[src/design/smsbg_pkg.sv]
package smsbg_pkg;

    // register offsets on the plain port
    localparam logic [2:0] ADDR_DIV_LO    = 3'h0;
    localparam logic [2:0] ADDR_DIV_HI    = 3'h1;
    localparam logic [2:0] ADDR_IRQ_EN    = 3'h2;
    localparam logic [2:0] ADDR_LINE_STAT = 3'h3;
    localparam logic [2:0] ADDR_MODEM_CTL = 3'h4;
    localparam logic [2:0] ADDR_MODEM_ST  = 3'h5;
    localparam logic [2:0] ADDR_IRQ_STAT  = 3'h6;
    localparam logic [2:0] ADDR_IRQ_MASK  = 3'h7;

    // modem status fields
    localparam int DELTA_CTS_BIT = 0;
    localparam int DELTA_DSR_BIT = 1;
    localparam int RING_TE_BIT   = 2;
    localparam int DELTA_DCD_BIT = 3;
    // modem control fields, and the modem interrupt enable bit
    localparam int MCTL_DTR_BIT  = 0;
    localparam int MCTL_RTS_BIT  = 1;
    localparam int MCTL_AUX1_BIT = 2;
    localparam int MCTL_AUX2_BIT = 3;
    localparam int MCTL_LOOP_BIT = 4;
    localparam int IRQ_EN_MODEM_BIT = 3;
    // interrupt status bits
    localparam int EVT_MODEM_BIT = 0;
    localparam int EVT_TICK_BIT  = 1;

    localparam logic [7:0]  MCTL_WMASK  = 8'h1f;
    localparam logic [7:0]  IRQ_EN_WMASK = 8'h0f;
    localparam logic [15:0] DIV_RESET   = 16'h0001;
    localparam int          TICK_RATIO  = 16;
    localparam int          MSI_PRIORITY = 4;

    // line status flag inputs, deferred like modem deltas
    localparam int LINE_FLAGS = 8;

    typedef struct packed {
        logic [2:0] addr;
        logic [7:0] wdata;
        logic       wr;
        logic       rd;
    } smsbg_req_t;

    // modem inputs, active high meaning asserted
    typedef struct packed {
        logic dcd;
        logic ri;
        logic dsr;
        logic cts;
    } smsbg_modem_t;

endpackage : smsbg_pkg

[src/design/smsbg_baud.sv]
`timescale 1ns/1ps
module smsbg_baud #(
    parameter int DIV_W = 16
) (
    // clock and reset
    input  wire logic             core_clk,
    input  wire logic             rst_n,
    input  wire logic             clk_en,
    // divisor
    input  wire logic [DIV_W-1:0] divisor,
    input  wire logic             reload,
    // tick
    output logic                  tick16
);

    typedef struct packed {
        logic [DIV_W-1:0] cnt;
        logic             tick;
    } smsbg_baud_st_t;

    smsbg_baud_st_t st_q, st_d;

    always_comb begin
        st_d = st_q;
        st_d.tick = 1'b0;
        if (reload) begin
            st_d.cnt = divisor;
        end else if (st_q.cnt <= DIV_W'(1)) begin
            st_d.tick = (divisor != '0);
            st_d.cnt  = divisor;
        end else begin
            st_d.cnt = st_q.cnt - DIV_W'(1);
        end
    end

    always_ff @(posedge core_clk) begin
        if (!rst_n) begin
            st_q <= '0;
        end else if (clk_en) begin
            st_q <= st_d;
        end
    end

    assign tick16 = st_q.tick;
endmodule : smsbg_baud

[src/design/smsbg_top.sv]
// Operation
// - modem status read clears deltas only
// - flags set deferred until read strobe ends
// - repeat during read of set flag clears
// - loopback ignores external modem input pins
// - loopback control writes raise modem interrupt
// - divide reference by divisor 1 to 65535
// - tick runs at sixteen times bit rate
// - divisor kept in two byte latches
// - latch write reloads baud counter immediately
// - rates 50 bit/s to 512 kbit/s
// - delta set on change, cleared on read
// - ring flag only on low to high
// - enabled deltas request priority four interrupt
// - loopback status bits follow control outputs
//
// Design decisions made here: the placing of the registers and the plain strobed port.
`timescale 1ns/1ps
module smsbg_top #(
    parameter int DIV_W = 16
) (
    // clock, reset, enable
    input  wire logic                       core_clk,
    input  wire logic                       rst_n,
    input  wire logic                       clk_en,
    // register port
    input  wire logic [2:0]                 reg_addr,
    input  wire logic [7:0]                 reg_wdata,
    input  wire logic                       reg_wr,
    input  wire logic                       reg_rd,
    output logic      [7:0]                 reg_rdata,
    // modem pins, active low
    input  wire logic                       cts_n,
    input  wire logic                       dsr_n,
    input  wire logic                       ri_n,
    input  wire logic                       dcd_n,
    output logic                            dtr_n,
    output logic                            rts_n,
    output logic                            aux_output_one_n,
    output logic                            aux_output_two_n,
    // line status event inputs from the channel
    input  wire logic [smsbg_pkg::LINE_FLAGS-1:0] line_events,
    // results
    output logic                            tick16,
    output logic                            modem_irq,
    output logic                            irq
);

    typedef struct packed {
        logic [3:0]              sync1;
        logic [3:0]              sync2;
        smsbg_pkg::smsbg_modem_t live;
        logic [3:0]              delta;
        logic [3:0]              pend_set;
        logic [3:0]              pend_clr;
        logic [7:0]              line_stat;
        logic [7:0]              line_pset;
        logic [7:0]              line_pclr;
        logic [7:0]              div_lo;
        logic [7:0]              div_hi;
        logic [7:0]              mctl;
        logic [7:0]              irq_en;
        logic [1:0]              evt;
        logic [1:0]              mask;
        logic [7:0]              rdata;
        logic                    rd_ms;
        logic                    rd_ls;
        logic                    mirq;
        logic                    irq;
        logic [3:0]              mout_n;
    } smsbg_st_t;

    smsbg_st_t st_q, st_d;
    logic      reload;
    logic      tick_w;

    // apply one strobe-deferred flag bank at trailing edge of its read
    function automatic logic [7:0] flag_next(input logic [7:0] cur, input logic [7:0] ev,
                                             input logic [7:0] pset, input logic [7:0] pclr,
                                             input logic rd, input logic rd_end,
                                             input logic [7:0] clr_mask);
        logic [7:0] r;
        r = cur;
        if (rd_end) begin
            r = ((cur & ~clr_mask) | pset) & ~pclr;
        end
        if (!rd) begin
            r = r | ev;
        end
        return r;
    endfunction : flag_next

    ////////////////////////////////////////////////////////////////////////////
    logic [3:0] src;
    logic [7:0] dnext;
    logic [3:0] ev;
    logic       rd_ms_now;
    logic       rd_ls_now;
    logic       ms_end;
    logic       ls_end;

    always_comb begin
        st_d = st_q;
        rd_ms_now = reg_rd && reg_addr == smsbg_pkg::ADDR_MODEM_ST;
        rd_ls_now = reg_rd && reg_addr == smsbg_pkg::ADDR_LINE_STAT;
        ms_end = st_q.rd_ms && !rd_ms_now;
        ls_end = st_q.rd_ls && !rd_ls_now;
        reload = 1'b0;

        // pins through two flops before use
        st_d.sync1 = {~dcd_n, ~ri_n, ~dsr_n, ~cts_n};
        st_d.sync2 = st_q.sync1;

        // loopback feeds control bits to status, pins ignored
        if (st_q.mctl[smsbg_pkg::MCTL_LOOP_BIT]) begin
            src = {st_q.mctl[smsbg_pkg::MCTL_AUX2_BIT], st_q.mctl[smsbg_pkg::MCTL_AUX1_BIT],
                   st_q.mctl[smsbg_pkg::MCTL_DTR_BIT], st_q.mctl[smsbg_pkg::MCTL_RTS_BIT]};
        end else begin
            src = st_q.sync2;
        end
        st_d.live = src;

        ev = st_q.live ^ src;
        // trailing edge: ring pin returns high, so the asserted level falls
        ev[smsbg_pkg::RING_TE_BIT] = st_q.live.ri && !src[2];

        // deferral bookkeeping while a read strobe is high
        if (rd_ms_now) begin
            st_d.pend_set = st_q.pend_set | (ev & ~st_q.delta);
            st_d.pend_clr = st_q.pend_clr | (ev & st_q.delta);
        end else begin
            st_d.pend_set = '0;
            st_d.pend_clr = '0;
        end
        if (rd_ls_now) begin
            st_d.line_pset = st_q.line_pset | (line_events & ~st_q.line_stat);
            st_d.line_pclr = st_q.line_pclr | (line_events & st_q.line_stat);
        end else begin
            st_d.line_pset = '0;
            st_d.line_pclr = '0;
        end

        dnext = flag_next({4'h0, st_q.delta}, {4'h0, ev}, {4'h0, st_q.pend_set},
                          {4'h0, st_q.pend_clr}, rd_ms_now, ms_end, 8'h0f);
        st_d.delta = dnext[3:0];
        st_d.line_stat = flag_next(st_q.line_stat, line_events, st_q.line_pset,
                                   st_q.line_pclr, rd_ls_now, ls_end, 8'hff);
        st_d.rd_ms = rd_ms_now;
        st_d.rd_ls = rd_ls_now;

        // writes; modem status writes are dropped
        if (reg_wr) begin
            unique case (reg_addr)
                smsbg_pkg::ADDR_DIV_LO: begin
                    st_d.div_lo = reg_wdata;
                    reload = 1'b1;
                end
                smsbg_pkg::ADDR_DIV_HI: begin
                    st_d.div_hi = reg_wdata;
                    reload = 1'b1;
                end
                smsbg_pkg::ADDR_IRQ_EN:    st_d.irq_en = reg_wdata & smsbg_pkg::IRQ_EN_WMASK;
                smsbg_pkg::ADDR_MODEM_CTL: st_d.mctl = reg_wdata & smsbg_pkg::MCTL_WMASK;
                smsbg_pkg::ADDR_IRQ_MASK:  st_d.mask = reg_wdata[1:0];
                default: ;
            endcase
        end

        // read data, one cycle later
        st_d.rdata = 8'h00;
        if (reg_rd) begin
            unique case (reg_addr)
                smsbg_pkg::ADDR_DIV_LO:    st_d.rdata = st_q.div_lo;
                smsbg_pkg::ADDR_DIV_HI:    st_d.rdata = st_q.div_hi;
                smsbg_pkg::ADDR_IRQ_EN:    st_d.rdata = st_q.irq_en;
                smsbg_pkg::ADDR_LINE_STAT: st_d.rdata = st_q.line_stat;
                smsbg_pkg::ADDR_MODEM_CTL: st_d.rdata = st_q.mctl;
                smsbg_pkg::ADDR_MODEM_ST:  st_d.rdata = {st_q.live, st_q.delta};
                smsbg_pkg::ADDR_IRQ_STAT:  st_d.rdata = {6'h00, st_q.evt};
                smsbg_pkg::ADDR_IRQ_MASK:  st_d.rdata = {6'h00, st_q.mask};
                default:                   st_d.rdata = 8'h00;
            endcase
        end

        // sticky events; a new event beats the read clear
        if (reg_rd && reg_addr == smsbg_pkg::ADDR_IRQ_STAT) begin
            st_d.evt = '0;
        end
        st_d.evt[smsbg_pkg::EVT_MODEM_BIT] = st_d.evt[smsbg_pkg::EVT_MODEM_BIT] | st_q.mirq;
        st_d.evt[smsbg_pkg::EVT_TICK_BIT]  = st_d.evt[smsbg_pkg::EVT_TICK_BIT] | tick_w;

        st_d.mirq = st_q.irq_en[smsbg_pkg::IRQ_EN_MODEM_BIT] && (st_d.delta != 4'h0);
        st_d.irq  = (st_d.evt & st_d.mask) != 2'b00;

        // outputs idle high in loopback
        if (st_d.mctl[smsbg_pkg::MCTL_LOOP_BIT]) begin
            st_d.mout_n = 4'hf;
        end else begin
            st_d.mout_n = ~st_d.mctl[3:0];
        end
    end

    always_ff @(posedge core_clk) begin
        if (!rst_n) begin
            st_q        <= '0;
            st_q.div_lo <= smsbg_pkg::DIV_RESET[7:0];
            st_q.div_hi <= smsbg_pkg::DIV_RESET[15:8];
            st_q.mout_n <= 4'hf;
        end else if (clk_en) begin
            st_q <= st_d;
        end
    end

    smsbg_baud #(
        .DIV_W (DIV_W)
    ) u_baud (
        .core_clk (core_clk),
        .rst_n    (rst_n),
        .clk_en   (clk_en),
        .divisor  (DIV_W'({st_d.div_hi, st_d.div_lo})),
        .reload   (reload),
        .tick16   (tick_w)
    );

    assign reg_rdata        = st_q.rdata;
    assign dtr_n            = st_q.mout_n[smsbg_pkg::MCTL_DTR_BIT];
    assign rts_n            = st_q.mout_n[smsbg_pkg::MCTL_RTS_BIT];
    assign aux_output_one_n = st_q.mout_n[smsbg_pkg::MCTL_AUX1_BIT];
    assign aux_output_two_n = st_q.mout_n[smsbg_pkg::MCTL_AUX2_BIT];
    assign tick16           = tick_w;
    assign modem_irq        = st_q.mirq;
    assign irq              = st_q.irq;
endmodule : smsbg_top

[config.mk]
export PLATFORM = sky130hd
export DESIGN_NAME = smsbg_top
export DESIGN_NICKNAME = d
export VERILOG_FILES = /design/src/design/smsbg_pkg.sv /design/src/design/smsbg_baud.sv /design/src/design/smsbg_top.sv
export SDC_FILE = /design/constraint.sdc
export NUM_CORES = 1
export LEC_CHECK = 0
export BUFFER_PORTS_ARGS = -buffer_cell sky130_fd_sc_hd__buf_2
export CAP_MARGIN = 20
export CELL_PAD_IN_SITES_DETAIL_PLACEMENT = 1
export CELL_PAD_IN_SITES_GLOBAL_PLACEMENT = 1
export CORE_MARGIN = 3
export CORE_UTILIZATION = 49
export DETAILED_ROUTE_END_ITERATION = 12
export GPL_ROUTABILITY_DRIVEN = 1
export MAX_ROUTING_LAYER = met4
export PLACE_DENSITY = 0.91
export SLEW_MARGIN = 10
export SYNTH_ARGS = -nofsm -noshare
export SYNTH_HDL_FRONTEND = slang
export SYNTH_SLANG_ARGS = --single-unit
[constraint.sdc]
create_clock -name core_clk -period 6.2 [get_ports core_clk]
set_input_delay 0.62 -clock core_clk [delete_from_list [all_inputs] [get_ports core_clk]]
set_output_delay 0.62 -clock core_clk [all_outputs]
set_load 0.1 [all_outputs]
==> out/metrics.yaml <==
worstSkewPairLatency_ns: 0.36
gp_congestion: 0.8725
finalCritPeriodShare: 0.4643
regToRegSetupSlack_ns: 3.84
critPathCaptureType: "flop"
slew_headroom: 0.4754
path_cells: "buf_4 > clkinv_1 > a31oi_1 > nand2_1 > o31ai_1 > a21oi_1"
grt_pass1_wl_um: 26500
maxSlewViolCount: 0
synth-edff-count: 0
place.port_buffers: 42
rows: 38
r2r_cells: 7
multi_input_area_um2: 2979
grt_pass1_vias: 5049
synthCells: 649
tritoncts.num_buffers: 9
p_sw_frac: 0.3804
drc: 0
core_um2: 10940
cts_resized: 0
htree_levels: 3
intPower_mw: 1.378
p_sw_uw: 846.0
fin_setup_tns_ns: 0
vias: 4870
p_per_area_nw_per_um2: 372.8
ys_seq_area_frac: 0.3992
status: "complete, no violations"
final_layout_size_suffix_gt1_frac: 0.1111
cts_setup_buffers: 0
power_frac_comb: 0.341
fillers: 1305
critical_path_required_ns: 6.45
grt_setup_unrepaired: "no"
tritoncts: "built"
min_period_ns: 2.879
grt_util_all_layers: 0.2680
r2r-end: "u_baud.st_q[3]"
seq_area_um2: 2202
grt_max_degree: 73
synth_area_leader_cell: "dfxtp_1"
cp-start-kind: "input pin"
crit_slowest_cell: "a31oi_1"
cp.arrival_ns: 3.13
fp.dieArea_um2: 12570
total_power_mw: 2.224
root_buffer: "clkbuf_16"
crit_fanout: 47
synth_top_cells_by_count: "dfxtp_1 (110), nand2_1 (83), mux2i_1 (46), o21ai_0 (41), nor2_1 (39)"
first_pass_iters: 5
drt-vias-per-instance: 6.110
die_x_um: 112.1
antenna_found_initial: 0
finalSetupViolations: 0
whs_path_depth: 2
drtIter0Drc: 340
grt.overflow.total: 0
final_antenna_net_count: 0
synthFlopType: "dfxtp_1"
ioPinCount: 43
cp_slowest_stage_delay_ns: 0.75
r2r-start: "u_baud.st_q[7]"
ys_types: 51
hold_class: "reg -> reg"
synth.area.top_cells: "dfxtp_1 (40%), mux2i_1 (8.3%), nand2_1 (5.6%)"
synth_most_common_cell: "dfxtp_1"
synth.avg_cell_area_um2: 8.500
peakVddDrop_uv: 329.6
antennaDiodeCount: 0
finClkSkew_ns: 0.006988
path_clk_slew_ns: 0.07
maxCapViolCount: 0
hpwl_um: 11320
hold_viol_final: 0
seq_power_share: 0.388
crit_type: "in -> reg"
area_growth_syn_to_layout_pct: 8.142
hp-start: "st_q[62]"
postCtsHoldBufs: 0
tightest_slew_ns: 0.7869
yosysWarnings: 0
min_to: "st_q[62]"
start_util: 0.5045
nets: 682
wirelength_um: 16100
wl_per_cell_um: 20.20
synth-seq-cells: 110
yosys.area.top_type_share: 0.3992
clock_power_share: 0.271
cts_buffer_depth: 2
synth_fp_nets: 679
power_leakage_nw: 2.409
syn_area_um2: 5517
async_flop_share: 0
numClockSinks: 110
die_h_um: 112.1
fmax_mhz: 347.4
-- cell families after synthesis --
group,Yosys count,share of synthesized area
muxes,48,0.09163
AOI/OAI and AO/OA,177,0.2198
and+or+nand+nor,239,0.2193
adders and majority gates,2,0.004535
buffers and inverters,70,0.06078
DFF,110,0.3992
xor gates and xnor gates,3,0.004764
-- cells in the final DEF (no fill, tap or decap), drive strengths merged, types with 4 or more instances in the layout --
master / instances
a21boi: 15
a21oi: 22
a31oi: 27
a32o: 10
and2: 9
and3b: 4
buf: 46
clkbuf: 9
dfxtp: 110
inv: 19
mux2i: 46
nand2: 83
nand3: 20
nand4: 4
nor2: 39
nor2b: 29
nor3: 17
nor3b: 6
nor4: 7
o211a: 19
o21ai: 53
o2bb2ai: 8
o31ai: 8
or3: 7
or4: 5
-- layer usage --
metal	wire length [µm]	vias to the layer above	GRT usage
li1	-	2334	-
met4	355	0	0.09215
met1	7063	2399	0.3245
met5	0	-	-
met2	8065	109	0.4529
met3	614	28	0.04528
-- critical path, delay by kind of cell --
family	cells	cell delay, ns
and+or+nand+nor	1	0.40
buffers and inverters	2	0.92
AOI/OAI and AO/OA	3	1.18
-- metrics by stage --
step	cells	utilization	hold slack (ns)	setup slack, ns	cell area (µm²)
final	797	0.5455	0.4706	3.321	5966
after global routing	797	0.5455	0.4957	3.049	5966
after detailed placement	780	0.5168	0.4554	3.011	5652
after global placement	780	0.5168	0.4392	3.233	5652
after floorplan	649	-	0.4280	4.025	5517
after CTS	796	0.5445	0.4726	3.322	5954
-- layout make-up --
type | instances | share of cell area
multi-input combinational | 469 | 0.4994
tap | 140 | 0.02936
timing repair buffer | 46 | 0.04132
sequential | 110 | 0.3691
clock inverter | 7 | 0.01300
inverter | 16 | 0.01007
clock buffer | 9 | 0.03775
-- flip-flops by register name, summed over array words and instances, names as in the netlist --
name,flops
aux_output_one_n,1
aux_output_two_n,1
dtr_n,1
irq,1
modem_irq,1
reg_rdata,8
rts_n,1
st_d,4
st_q,75
u_baud.st_q,16
u_baud.tick16,1
-- power groups by stage --
stage	sequential, mW	clock (mW)	combinational, mW
floorplan	0.867	0	0.604
finish	0.862	0.603	0.759
global placement	0.868	0	0.696
CTS	0.860	0.617	0.737
detailed placement	0.876	0	0.732
global route	0.873	0.643	0.845
-- worst max-delay path by stage --
| stage | startpoint | endpoint | slack [ns] | cells past startpoint |
|---|---|---|---|---|
| detailed placement | clk_en | st_q[64] | 3.01 | 5 |
| global placement | clk_en | st_q[69] | 3.23 | 6 |
| CTS | clk_en | st_q[73] | 3.32 | 6 |
| global route | clk_en | st_q[73] | 3.05 | 6 |
| finish | clk_en | st_q[73] | 3.32 | 6 |
| floorplan | reg_addr[1] | modem_irq | 4.03 | 5 |
(Power assumes the default switching activity.)
